`src/include/gsr_pkg.sv`:
```
// Shared constants and types for the status-reporting block.
// Assumes a command parser upstream that hands over decoded commands.
package gsr_pkg;

  // Event status flag positions
  localparam int ESF_OPC_BIT = 0;
  localparam int ESF_QUERY_ERR_BIT = 3;
  localparam int ESF_EXEC_ERR_BIT = 4;
  localparam int ESF_CMD_ERR_BIT = 5;
  localparam int ESF_POWER_ON_BIT = 7;

  // Status byte bit positions
  localparam int SSB_MEAS_BIT = 0;
  localparam int SSB_MSG_AVAIL_BIT = 4;
  localparam int SSB_EVENT_BIT = 5;
  localparam int SSB_MASTER_BIT = 6;

  // Reset values
  localparam logic [7:0] ESF_RESET = 8'h80;
  localparam logic [7:0] EEM_RESET = 8'h00;
  localparam logic [7:0] SRM_RESET = 8'h00;
  localparam logic [7:0] MCM_RESET = 8'h00;

  // Fixed self-test answer
  localparam logic [7:0] SELF_TEST_RESULT = 8'h00;

  // Decoded command codes from the parser
  typedef enum logic [3:0] {
    GSR_CMD_WAIT = 4'h0,
    GSR_CMD_EEM_SET = 4'h1,
    GSR_CMD_EEM_QRY = 4'h2,
    GSR_CMD_OPC_SET = 4'h3,
    GSR_CMD_SRM_SET = 4'h4,
    GSR_CMD_SRM_QRY = 4'h5,
    GSR_CMD_SSB_QRY = 4'h6,
    GSR_CMD_TST_QRY = 4'h7,
    GSR_CMD_MCM_SET = 4'h8,
    GSR_CMD_MCM_QRY = 4'h9,
    GSR_CMD_ESF_QRY = 4'ha
  } gsr_cmd_code_t;

  // One decoded command
  typedef struct packed {
    logic valid;
    logic from_gpib;
    gsr_cmd_code_t code;
    logic [7:0] arg;
  } gsr_cmd_t;

  // Error events reported by the parser and executor
  typedef struct packed {
    logic query_err;
    logic exec_err;
    logic cmd_err;
  } gsr_err_t;

endpackage : gsr_pkg

```
`src/rtl/gsr_event_reg.sv`:
```
// Sticky event status flags with enable-mask summary.
// Assumes set pulses and the clear come from logic on the same clock.
`timescale 1ns/1ps
`default_nettype none
module gsr_event_reg (
  input wire logic core_clk_in,
  input wire logic rst_in,
  input wire logic [7:0] set_vec_in,
  input wire logic clear_in,
  input wire logic [7:0] enable_mask_in,
  output logic [7:0] flags_out,
  output logic summary_out
);

  logic [7:0] flags_q; // Sticky flags
  logic [7:0] flags_d; // Next flags

  // Clear first, then set, so a same-cycle event survives the read
  always_comb begin
    flags_d = clear_in ? 8'h00 : flags_q;
    flags_d = flags_d | set_vec_in;
  end

  // Reset value carries the power-on flag
  always_ff @(posedge core_clk_in) begin
    if (rst_in) begin
      flags_q <= gsr_pkg::ESF_RESET;
    end else begin
      flags_q <= flags_d;
    end
  end

  assign flags_out = flags_q;
  assign summary_out = |(flags_q & enable_mask_in);

endmodule : gsr_event_reg
`default_nettype wire

```
`src/rtl/gsr_srq.sv`:
```
// Status byte assembly and service request generation.
// Assumes summary inputs are on the same clock as this module.
`timescale 1ns/1ps
`default_nettype none
module gsr_srq (
  input wire logic core_clk_in,
  input wire logic rst_in,
  input wire logic meas_summary_in,
  input wire logic msg_avail_in,
  input wire logic event_summary_in,
  input wire logic [7:0] srq_mask_in,
  output logic [7:0] status_byte_out,
  output logic srq_out
);

  logic [7:0] ssb_d; // Next status byte
  logic [7:0] ssb_q; // Registered status byte
  logic master_sum; // Master summary of enabled bits

  // Bits other than 0, 4, 5, 6 stay zero
  always_comb begin
    ssb_d = 8'h00;
    ssb_d[gsr_pkg::SSB_MEAS_BIT] = meas_summary_in;
    ssb_d[gsr_pkg::SSB_MSG_AVAIL_BIT] = msg_avail_in;
    ssb_d[gsr_pkg::SSB_EVENT_BIT] = event_summary_in;
    // mask gates request; the summary bit itself is excluded
    master_sum = |(ssb_d & srq_mask_in & ~(8'h01 << gsr_pkg::SSB_MASTER_BIT));
    ssb_d[gsr_pkg::SSB_MASTER_BIT] = master_sum;
  end

  // Register so the byte and request move together
  always_ff @(posedge core_clk_in) begin
    if (rst_in) begin
      ssb_q <= 8'h00;
    end else begin
      ssb_q <= ssb_d;
    end
  end

  assign status_byte_out = ssb_q;
  assign srq_out = ssb_q[gsr_pkg::SSB_MASTER_BIT];

endmodule : gsr_srq
`default_nettype wire

```
`src/rtl/gsr_top.sv`:
```
// Status reporting and service request logic for the GPIB remote port.
// Assumes a parser on the same clock that delivers one decoded command
// per cycle at most, and formats returned integers as decimal text.
`timescale 1ns/1ps
`default_nettype none
module gsr_top #(
  parameter int MC_WIDTH = 8 // Measurement condition width
) (
  input wire logic core_clk_in,
  input wire logic rst_in,
  input wire gsr_pkg::gsr_cmd_t cmd_in,
  input wire gsr_pkg::gsr_err_t err_in,
  input wire logic [MC_WIDTH-1:0] meas_cond_in,
  input wire logic gpib_enable_in,
  input wire logic resp_ready_in,
  output logic resp_valid_out,
  output logic [7:0] resp_data_out,
  output logic cmd_ack_out,
  output logic cmd_ignored_out,
  output logic srq_out,
  output logic [7:0] status_byte_out,
  output logic [7:0] event_flags_out
);

  // Responses are one byte wide, so wider conditions cannot be read back
  generate
    if (MC_WIDTH < 1 || MC_WIDTH > 8) begin : g_bad_width
      $error("MC_WIDTH must be 1 to 8");
    end
  endgenerate

  // Response holding states
  typedef enum logic [1:0] {
    GSR_RSP_IDLE = 2'b01,
    GSR_RSP_WAIT = 2'b10
  } gsr_rsp_state_t;

  gsr_rsp_state_t rsp_state_q; // Response state
  gsr_rsp_state_t rsp_state_d; // Next response state

  logic [7:0] eem_q; // Event enable mask
  logic [7:0] srm_q; // Service request mask
  logic [MC_WIDTH-1:0] mcm_q; // Measurement condition mask
  logic [7:0] resp_data_q; // Held response value
  logic [7:0] resp_data_d; // Next response value
  logic ack_q; // Accepted pulse
  logic ignored_q; // Ignored pulse
  logic gpib_en_q; // Previous port enable

  logic [7:0] esf_flags; // Event flags from sticky register
  logic esf_summary; // Enabled event summary
  logic [7:0] esf_set; // Event set vector
  logic esf_clear; // Clear after read
  logic meas_summary; // Enabled measurement summary
  logic msg_avail; // A response is waiting

  logic cmd_take; // Command accepted this cycle
  logic cmd_skip; // Command refused this cycle
  logic is_query; // Accepted command is a query
  logic known_cmd; // Code is one we serve
  logic resp_drain; // Host takes the response now
  logic rsp_busy; // Slot still occupied after drain
  logic query_clash; // Query while slot occupied
  logic query_load; // Query loads a new answer
  logic gpib_rise; // Port went disabled to enabled

  // True for the codes that produce an answer
  function automatic logic code_is_query(input gsr_pkg::gsr_cmd_code_t c);
    case (c)
      gsr_pkg::GSR_CMD_EEM_QRY,
      gsr_pkg::GSR_CMD_SRM_QRY,
      gsr_pkg::GSR_CMD_SSB_QRY,
      gsr_pkg::GSR_CMD_TST_QRY,
      gsr_pkg::GSR_CMD_MCM_QRY,
      gsr_pkg::GSR_CMD_ESF_QRY: code_is_query = 1'b1;
      default: code_is_query = 1'b0;
    endcase
  endfunction : code_is_query

  // True for every code that this block serves
  function automatic logic code_is_known(input gsr_pkg::gsr_cmd_code_t c);
    case (c)
      gsr_pkg::GSR_CMD_WAIT,
      gsr_pkg::GSR_CMD_EEM_SET,
      gsr_pkg::GSR_CMD_OPC_SET,
      gsr_pkg::GSR_CMD_SRM_SET,
      gsr_pkg::GSR_CMD_MCM_SET: code_is_known = 1'b1;
      default: code_is_known = code_is_query(c);
    endcase
  endfunction : code_is_known

  // Command gating by source port
  always_comb begin
    cmd_take = cmd_in.valid && cmd_in.from_gpib;
    cmd_skip = cmd_in.valid && !cmd_in.from_gpib;
    known_cmd = code_is_known(cmd_in.code);
    is_query = cmd_take && known_cmd && code_is_query(cmd_in.code);
  end

  // Response slot bookkeeping
  always_comb begin
    msg_avail = (rsp_state_q == GSR_RSP_WAIT);
    resp_drain = msg_avail && resp_ready_in;
    rsp_busy = msg_avail && !resp_drain;
    // A second query while the first is unread is a query error
    query_clash = is_query && rsp_busy;
    query_load = is_query && !rsp_busy;
  end

  // Port enable edge for the power-on flag
  always_ff @(posedge core_clk_in) begin
    if (rst_in) begin
      gpib_en_q <= 1'b0;
    end else begin
      gpib_en_q <= gpib_enable_in;
    end
  end

  // Previous value resets low, so reset already sets the flag itself
  assign gpib_rise = gpib_enable_in && !gpib_en_q;

  // Event flag set sources
  always_comb begin
    esf_set = 8'h00;
    esf_set[gsr_pkg::ESF_OPC_BIT] = cmd_take && known_cmd &&
      (cmd_in.code == gsr_pkg::GSR_CMD_OPC_SET);
    esf_set[gsr_pkg::ESF_QUERY_ERR_BIT] = err_in.query_err || query_clash;
    esf_set[gsr_pkg::ESF_EXEC_ERR_BIT] = err_in.exec_err;
    esf_set[gsr_pkg::ESF_CMD_ERR_BIT] = err_in.cmd_err ||
      (cmd_take && !known_cmd);
    esf_set[gsr_pkg::ESF_POWER_ON_BIT] = gpib_rise;
  end

  assign esf_clear = query_load && (cmd_in.code == gsr_pkg::GSR_CMD_ESF_QRY);

  // Sticky event flags with enable summary
  gsr_event_reg u_event_reg (
    .core_clk_in(core_clk_in),
    .rst_in(rst_in),
    .set_vec_in(esf_set),
    .clear_in(esf_clear),
    .enable_mask_in(eem_q),
    .flags_out(esf_flags),
    .summary_out(esf_summary)
  );

  assign meas_summary = |(meas_cond_in & mcm_q);

  // Status byte and service request
  gsr_srq u_srq (
    .core_clk_in(core_clk_in),
    .rst_in(rst_in),
    .meas_summary_in(meas_summary),
    .msg_avail_in(msg_avail),
    .event_summary_in(esf_summary),
    .srq_mask_in(srm_q),
    .status_byte_out(status_byte_out),
    .srq_out(srq_out)
  );

  // Event enable mask
  always_ff @(posedge core_clk_in) begin
    if (rst_in) begin
      eem_q <= gsr_pkg::EEM_RESET;
    end else if (cmd_take && cmd_in.code == gsr_pkg::GSR_CMD_EEM_SET) begin
      eem_q <= cmd_in.arg;
    end
  end

  // Service request mask
  always_ff @(posedge core_clk_in) begin
    if (rst_in) begin
      srm_q <= gsr_pkg::SRM_RESET;
    end else if (cmd_take && cmd_in.code == gsr_pkg::GSR_CMD_SRM_SET) begin
      // all bits kept; unused ones gate nothing
      srm_q <= cmd_in.arg;
    end
  end

  // Measurement condition mask
  always_ff @(posedge core_clk_in) begin
    if (rst_in) begin
      mcm_q <= gsr_pkg::MCM_RESET[MC_WIDTH-1:0];
    end else if (cmd_take && cmd_in.code == gsr_pkg::GSR_CMD_MCM_SET) begin
      mcm_q <= cmd_in.arg[MC_WIDTH-1:0];
    end
  end

  // Answer value for the accepted query
  always_comb begin
    resp_data_d = resp_data_q;
    if (query_load) begin
      case (cmd_in.code)
        gsr_pkg::GSR_CMD_EEM_QRY: resp_data_d = eem_q;
        gsr_pkg::GSR_CMD_SRM_QRY: resp_data_d = srm_q;
        gsr_pkg::GSR_CMD_SSB_QRY: resp_data_d = status_byte_out;
        gsr_pkg::GSR_CMD_TST_QRY: resp_data_d = gsr_pkg::SELF_TEST_RESULT;
        gsr_pkg::GSR_CMD_MCM_QRY: begin
          resp_data_d = 8'h00;
          resp_data_d[MC_WIDTH-1:0] = mcm_q;
        end
        gsr_pkg::GSR_CMD_ESF_QRY: resp_data_d = esf_flags;
        default: resp_data_d = resp_data_q;
      endcase
    end
  end

  // Response slot state machine
  always_comb begin
    rsp_state_d = rsp_state_q;
    case (rsp_state_q)
      GSR_RSP_IDLE: begin
        if (query_load) begin
          rsp_state_d = GSR_RSP_WAIT;
        end
      end
      GSR_RSP_WAIT: begin
        // A query in the draining cycle refills the slot at once
        if (resp_drain && !query_load) begin
          rsp_state_d = GSR_RSP_IDLE;
        end
      end
      default: rsp_state_d = GSR_RSP_IDLE;
    endcase
  end

  // Response state and data registers
  always_ff @(posedge core_clk_in) begin
    if (rst_in) begin
      rsp_state_q <= GSR_RSP_IDLE;
      resp_data_q <= 8'h00;
    end else begin
      rsp_state_q <= rsp_state_d;
      resp_data_q <= resp_data_d;
    end
  end

  // Accept and ignore pulses for the parser
  always_ff @(posedge core_clk_in) begin
    if (rst_in) begin
      ack_q <= 1'b0;
      ignored_q <= 1'b0;
    end else begin
      ack_q <= cmd_take && known_cmd && !query_clash;
      ignored_q <= cmd_skip;
    end
  end

  // Output drive; handshake valid follows the slot state
  assign resp_valid_out = msg_avail;
  assign resp_data_out = resp_data_q;
  assign cmd_ack_out = ack_q;
  assign cmd_ignored_out = ignored_q;
  assign event_flags_out = esf_flags;

endmodule : gsr_top
`default_nettype wire

```
`config.mk`:
```
export PLATFORM = sky130hd
export DESIGN_NAME = gsr_top
export DESIGN_NICKNAME = d
export VERILOG_FILES = /design/src/include/gsr_pkg.sv /design/src/rtl/gsr_event_reg.sv /design/src/rtl/gsr_srq.sv /design/src/rtl/gsr_top.sv
export SDC_FILE = /design/constraint.sdc
export NUM_CORES = 1
export LEC_CHECK = 0
export BUFFER_PORTS_ARGS = -buffer_cell sky130_fd_sc_hd__buf_2
export CAP_MARGIN = 20
export CORE_UTILIZATION = 58
export CTS_BUF_LIST = sky130_fd_sc_hd__clkbuf_4 sky130_fd_sc_hd__clkbuf_8
export CTS_CLUSTER_DIAMETER = 100
export CTS_CLUSTER_SIZE = 30
export DETAILED_ROUTE_END_ITERATION = 7
export PLACE_DENSITY = 0.83
export SETUP_SLACK_MARGIN = 0.4
export SKIP_CTS_REPAIR_TIMING = 1
export SYNTH_ARGS = -nofsm -noshare
export SYNTH_HDL_FRONTEND = slang
export SYNTH_SLANG_ARGS = --single-unit
```
`constraint.sdc`:
```
create_clock -name core_clk_in -period 3.2 [get_ports core_clk_in]
set_input_delay 0.16 -clock core_clk_in [delete_from_list [all_inputs] [get_ports core_clk_in]]
set_output_delay 0.16 -clock core_clk_in [all_outputs]
set_load 0.005 [all_outputs]
```
==> results.ini, run 1 <==
[sta]
fmax_ghz=0.6725
fin_tns_setup_ns=0
max_slew_margin=0.5043
rsz0062_at_grt=no
report.final.slew_viol_count=0
fin_crit_ns=1.487
fin_crit_sh=0.4647
hold_violations=0
worst_pin_slew_ns=0.7435
finalSetupViolCount=0
fin_skew_ns=0.008625

[pwr]
clkPwrFrac=0.383
power_leakage_nw=1.159
p_int_w=0.0008764
p_comb_frac=0.093
pwr-share-seq=0.524
swShare=0.2249
worst_ir_drop_vdd_uv=307.4
powerDensity_nw_per_um2=466.8
p_switching_w=0.0002544

[logic_synthesis]
ys_seq_elements=46
synth-async-reset-ratio=0
ys_seq_area_frac=0.4314
synth-edff-count=0
ys_types=47
syn_area_per_cell_um2=9.747
synthFlopType=dfxtp_1
synth.cell_area_um2=2135
synthesis.instances=219
ys_warn_count=0

[clock_network]
h-tree-depth=2
clock_sinks=46
clock-root-buffer=clkbuf_8
clk_pin_slew_ns=0.08
clkLatencyLatePin_ns=0.30
cts_tree=yes
clock_path_buffers=2
cts_made_buffers=5

[route]
detail_route.vias_per_cell=5.954
drt_iter0_drc=145
totalWireLength_mm=4.840
vias=1810
firstDrtPassIters=4
ant_nets=0
routedWlPerCell_um=15.92
drc=0

[global_routing]
overflow=0
grt_usage=0.2611
grt_start_max_net_pins=42
grt_pass1_wl_mm=7.921
grt_pass1_vias=1672
antenna_found_initial=0

[floorplanning]
die_x_um=62.67
core_area_um2=3442
fp-row-count=21
pin_count=57
die_area_um2=3927
dieHeight_um=62.67
initial_core_util=0.6201

[placed_design]
place_congestion=0.8237
place_area_um2=2310
hpwl_mm=3.512
place_inst=297
portBuffers=49

[setup_path]
rr_startpoint=rsp_state_q[0]$_SDFFE_PP1P_
crit_type=input port to flip-flop
endpoint_kind=flip-flop
critPathMaxFanout=11
reg2reg_to=resp_data_out[6]$_SDFFE_PP0P_
required_ns=3.36
worstSetupStartpointType=input port
crit_arrival_ns=1.65
rrSetupSlack_ns=1.76
worst-r2r-cell-count=4
cp-endpoint=eem_q[6]$_SDFFE_PP0P_
crit_path_start=cmd_in[8]

[status]
outcome=finished clean

[cells_and_area]
final_nets=287
layout_common_cells=buf_2, dfxtp_1, nor2_1
final_layout_size_suffix_gt1_frac=0.2597
syn2layout_area_growth_pct=13.48
postLayoutCellArea_um2=2422
final_common_cell=buf_2
fillers=303
fin_util=0.7037
diodes=0
final_cells=304

[min_path]
hp-start=gpib_enable_in
hold_class=input port to flip-flop

[run]
drv_cap=0

==> area by class of cell <==
class	instances	area, um2	area share
multi-input combinational	152	1071	0.4422
tap	46	57.56	0.02376
timing repair buffer	49	245.2	0.1012
clock inverter	1	30.03	0.01240
sequential	46	920.9	0.3802
inverter	4	15.01	0.006198
clock buffer	6	82.58	0.03409
==> sequential cells by signal, summed over array words and instances (netlist names) <==
signal,flops
u_event_reg.flags_out,5
mcm_q,8
resp_data_out,8
cmd_ack_out,1
cmd_ignored_out,1
rsp_state_q,2
u_srq.status_byte_out,4
srm_q,8
gpib_en_q,1
eem_q,8
==> metrics by stage <==
stage,setup WS (ns),hold slack [ns],power (W)
after detailed placement,1.430,0.4036,0.0007088
after CTS,1.728,0.08420,0.001131
after floorplan,1.878,0.2410,0.0006791
after global routing,1.582,0.1163,0.001169
after global placement,1.501,0.3873,0.0007067
final,1.713,0.08162,0.001131
==> metal layers <==
layer,vias up,GRT usage,share of wire
met5,-,0,0
met4,0,0.1366,0.023
met3,12,0.04745,0.061
met2,80,0.4117,0.46
met1,848,0.3391,0.45
li1,870,-,-
==> cells by family (layout without fill, tap and decap cells) <==
family / count (synthesis) / after routing / synth area share
AO/OA/AOI/OAI: 59 / 59 / 0.2157
buffers and inverters: 27 / 60 / 0.07737
flip-flops: 46 / 46 / 0.4314
multiplexers: 24 / 24 / 0.1125
other: 1 / 7 / 0.001757
AND/OR/NAND/NOR: 62 / 62 / 0.1612
==> cells in the mapped netlist (2+ instances only) <==
| cell type | number | area share |
|---|---|---|
| a211oi_1 | 6 | 0.021 |
| buf_2 | 2 | 0.0047 |
| nor2_1 | 28 | 0.049 |
| a221oi_1 | 2 | 0.0082 |
| o21ai_0 | 2 | 0.0047 |
| buf_4 | 14 | 0.049 |
| and4bb_2 | 3 | 0.018 |
| dfxtp_1 | 46 | 0.43 |
| nand4_2 | 2 | 0.012 |
| a222oi_1 | 3 | 0.014 |
| nand2_1 | 8 | 0.014 |
| inv_1 | 4 | 0.0070 |
| clkbuf_1 | 4 | 0.0070 |
| o32ai_1 | 3 | 0.012 |
| nor3b_1 | 2 | 0.0070 |
| a21oi_1 | 13 | 0.030 |
| a22oi_1 | 6 | 0.021 |
| nand2b_1 | 2 | 0.0059 |
| o31ai_1 | 3 | 0.011 |
| mux2i_1 | 24 | 0.11 |
| nor2b_1 | 9 | 0.026 |
| a22o_1 | 8 | 0.033 |
==> critical path, cell delays in order <==
cell and delay [ns]:
buf_2 0.18, nor2b_1 0.26, or4b_1 0.72, mux2i_1 0.25, nor2_1 0.06
==> how the worst min path moves through the flow <==
stage,end,depth (start not counted)
2_1_floorplan,u_srq.status_byte_out[5]$_SDFF_PP0_,1
3_3_place_gp,gpib_en_q$_SDFF_PP0_,2
3_5_place_dp,u_event_reg.flags_out[7]$_SDFF_PP1_,2
4_1_cts,gpib_en_q$_SDFF_PP0_,2
5_1_grt,u_event_reg.flags_out[4]$_SDFF_PP0_,3
6_report,gpib_en_q$_SDFF_PP0_,2
==> power by group through the flow <==
| stage | Combinational [W] | Clock, W | Sequential [W] |
|---|---|---|---|
| floorplan | 0.0000741 | 0 | 0.000605 |
| global placement | 0.000101 | 0 | 0.000606 |
| detailed placement | 0.000103 | 0 | 0.000606 |
| CTS | 0.000104 | 0.000434 | 0.000593 |
| global route | 0.000115 | 0.000460 | 0.000594 |
| finish | 0.000105 | 0.000433 | 0.000593 |
(Power assumes the default switching activity.)
==> run 2: changes to the inputs <==
--- a/config.mk
+++ b/config.mk
@@ -7,12 +7,12 @@
 export LEC_CHECK = 0
 export BUFFER_PORTS_ARGS = -buffer_cell sky130_fd_sc_hd__buf_2
 export CAP_MARGIN = 20
-export CORE_UTILIZATION = 58
+export CORE_UTILIZATION = 54
 export CTS_BUF_LIST = sky130_fd_sc_hd__clkbuf_4 sky130_fd_sc_hd__clkbuf_8
 export CTS_CLUSTER_DIAMETER = 100
 export CTS_CLUSTER_SIZE = 30
 export DETAILED_ROUTE_END_ITERATION = 7
-export PLACE_DENSITY = 0.83
+export PLACE_DENSITY = 0.78
 export SETUP_SLACK_MARGIN = 0.4
 export SKIP_CTS_REPAIR_TIMING = 1
 export SYNTH_ARGS = -nofsm -noshare
==> constraint.sdc (replaced) <==
create_clock -name core_clk_in -period 1.5 [get_ports core_clk_in]
set_input_delay 0.075 -clock core_clk_in [delete_from_list [all_inputs] [get_ports core_clk_in]]
set_output_delay 0.075 -clock core_clk_in [all_outputs]
set_load 0.005 [all_outputs]
==> run 2 against run 1 <==
Compared with the run above:
- via count grew 0.55%
- setup slack worse by 1.4 ns
- sequential share of layout area shrank 3.9 points
- register-to-register slack worse by 1.5 ns
- critical path type is now flip-flop to flip-flop
==> results.ini, run 2 (synthesized netlist as in run 1, its figures left out) <==
[status]
outcome=finished clean  ; unchanged

[setup_path]
endpoint_kind=flip-flop  ; unchanged
critPathMaxFanout=7  ; was 11
cpLargestDelayFamily=simple AND/OR/NAND/NOR gates  ; unchanged
max_stage_delay_ns=0.33  ; was 0.72 ns
required_ns=1.70  ; was 3.36 ns
cp_slowest_cell=dfxtp_2  ; was or4b_1
cp_num_buf_inv=0  ; was 1
crit_type=flip-flop to flip-flop  ; was input port to flip-flop
worstSetupStartpointType=flip-flop  ; was input port
path_cells=nand2b_4 -> or2_4 -> nand3_2 -> a221o_1  ; was buf_2 -> nor2b_1 -> or4b_1 -> mux2i_1 -> nor2_1
crit_arrival_ns=1.40  ; was 1.65 ns

[clock_network]
clkLatencyLatePin_ns=0.31  ; was 0.30 ns
cts_made_buffers=5  ; unchanged
clock-root-buffer=clkbuf_8  ; unchanged
h-tree-depth=2  ; unchanged
clock_path_buffers=2  ; unchanged
cts_tree=yes  ; unchanged
clk_pin_slew_ns=0.09  ; was 0.08 ns
clock_sinks=46  ; unchanged

[floorplanning]
die_area_um2=4208  ; was 3927 um2
dieHeight_um=64.87  ; was 62.67 um
core_area_um2=3716  ; was 3442 um2
fp-row-count=22  ; was 21
initial_core_util=0.5744  ; was 0.6201
pin_count=57  ; unchanged
die_x_um=64.87  ; was 62.67 um

[cells_and_area]
regArea_um2=925.9  ; was 920.9 um2
final_common_cell=buf_2  ; unchanged
multi_input_area_um2=1244  ; was 1071 um2
final_nets=300  ; was 287
layout_common_cells=buf_2, dfxtp_1, nor2_1  ; unchanged
syn2layout_area_growth_pct=27.08  ; was 13.48%
fillers=280  ; was 303
fin_util=0.7300  ; was 0.7037
final_layout_size_suffix_gt1_frac=0.4007  ; was 0.2597
postLayoutCellArea_um2=2713  ; was 2422 um2
diodes=0  ; unchanged

[global_routing]
overflow=0  ; unchanged
grt_pass1_vias=1587  ; was 1672
grt_start_max_net_pins=22  ; was 42
grt_usage=0.2523  ; was 0.2611
antenna_found_initial=0  ; unchanged
grt_pass1_wl_mm=7.935  ; was 7.921 mm

[sta]
report.final.slew_viol_count=0  ; unchanged
hold_violations=0  ; unchanged
fin_tns_setup_ns=0  ; unchanged
rsz0062_at_grt=yes  ; was no
fin_skew_ns=0.006992  ; was 0.008625 ns
fin_crit_sh=0.8028
fin_crit_ns=1.204
fmax_ghz=0.8304
finalSetupViolCount=0  ; unchanged

[route]
wl_met2_mm=2.451  ; was 2.235 mm
routed.top_layer=met4  ; unchanged
drc=0  ; unchanged
routedWlPerCell_um=16.37  ; was 15.92 um
totalWireLength_mm=5.239  ; was 4.840 mm
ant_nets=0  ; unchanged
vias=1820  ; was 1810
wl_met3_um=310  ; was 297 um
firstDrtPassIters=4  ; unchanged
detail_route.vias_per_cell=5.688  ; was 5.954
drt_iter0_drc=137  ; was 145
wl_met1_mm=2.411  ; was 2.197 mm

[placed_design]
portBuffers=49  ; unchanged
hpwl_mm=3.673  ; was 3.512 mm
place_congestion=0.8149  ; was 0.8237
place_area_um2=2414  ; was 2310 um2

[min_path]
hold_class=input port to flip-flop  ; unchanged

[pwr]
worst_ir_drop_vdd_uv=554.1  ; was 307.4 uV
powerDensity_nw_per_um2=884.5  ; was 466.8 nW/um2
power_leakage_nw=1.266  ; was 1.159 nW
power.total_w=0.002399  ; was 0.001131 W

[run]
drv_cap=0  ; unchanged

run 2: worst paths after layout:
path | from | end | slack, ns | cells past startpoint
worst max-delay path | rsp_state_q[0]$_SDFFE_PP1P_ | u_event_reg.flags_out[7]$_SDFF_PP1_ | 0.30 | 4
worst min-delay path | gpib_enable_in | gpib_en_q$_SDFF_PP0_ | 0.001 | 2
worst max register to register | rsp_state_q[0]$_SDFFE_PP1P_ | u_event_reg.flags_out[7]$_SDFF_PP1_ | 0.30 | 4
worst min register to register | srm_q[4]$_SDFFE_PP0P_ | u_srq.status_byte_out[6]$_SDFF_PP0_ | 0.50 | 2
run 2: worst register-to-register path: stages (launching register included):
cell,delay [ns]
dfxtp_2,0.33
nand2b_4,0.15
or2_4,0.23
nand3_2,0.09
a221o_1,0.30
run 2: layout make-up:
type,instances,share of cell area
flip-flops and latches,46,0.3413
clock inverters,1,0.003229
well taps,48,0.02214
repair buffers,62,0.1338
clock buffers,7,0.03552
inverters,4,0.005535
multi-input cells,152,0.4585
run 2: report_power, final:
part	total [W]	internal, W	switching (W)
sequential	0.00127	0.00125	0.0000216
clock	0.000847	0.000422	0.000425
combinational	0.000283	0.000125	0.000158
run 2: metrics by stage:
stage          hold slack (ns)  worst slack [ns]  cells
3_3_place_gp            0.3085           0.06151    307
5_1_grt                0.01402            0.1808    320
3_5_place_dp            0.3138          0.008077    307
6_report              0.001320            0.2957    320
2_1_floorplan           0.1560            0.3070    225
4_1_cts               -0.01988            0.2809    315
run 2: layer usage:
layer	global-route usage	vias up
met4	0.08333	0
li1	-	893
met2	0.4063	66
met5	0	-
met3	0.06162	7
met1	0.3275	854
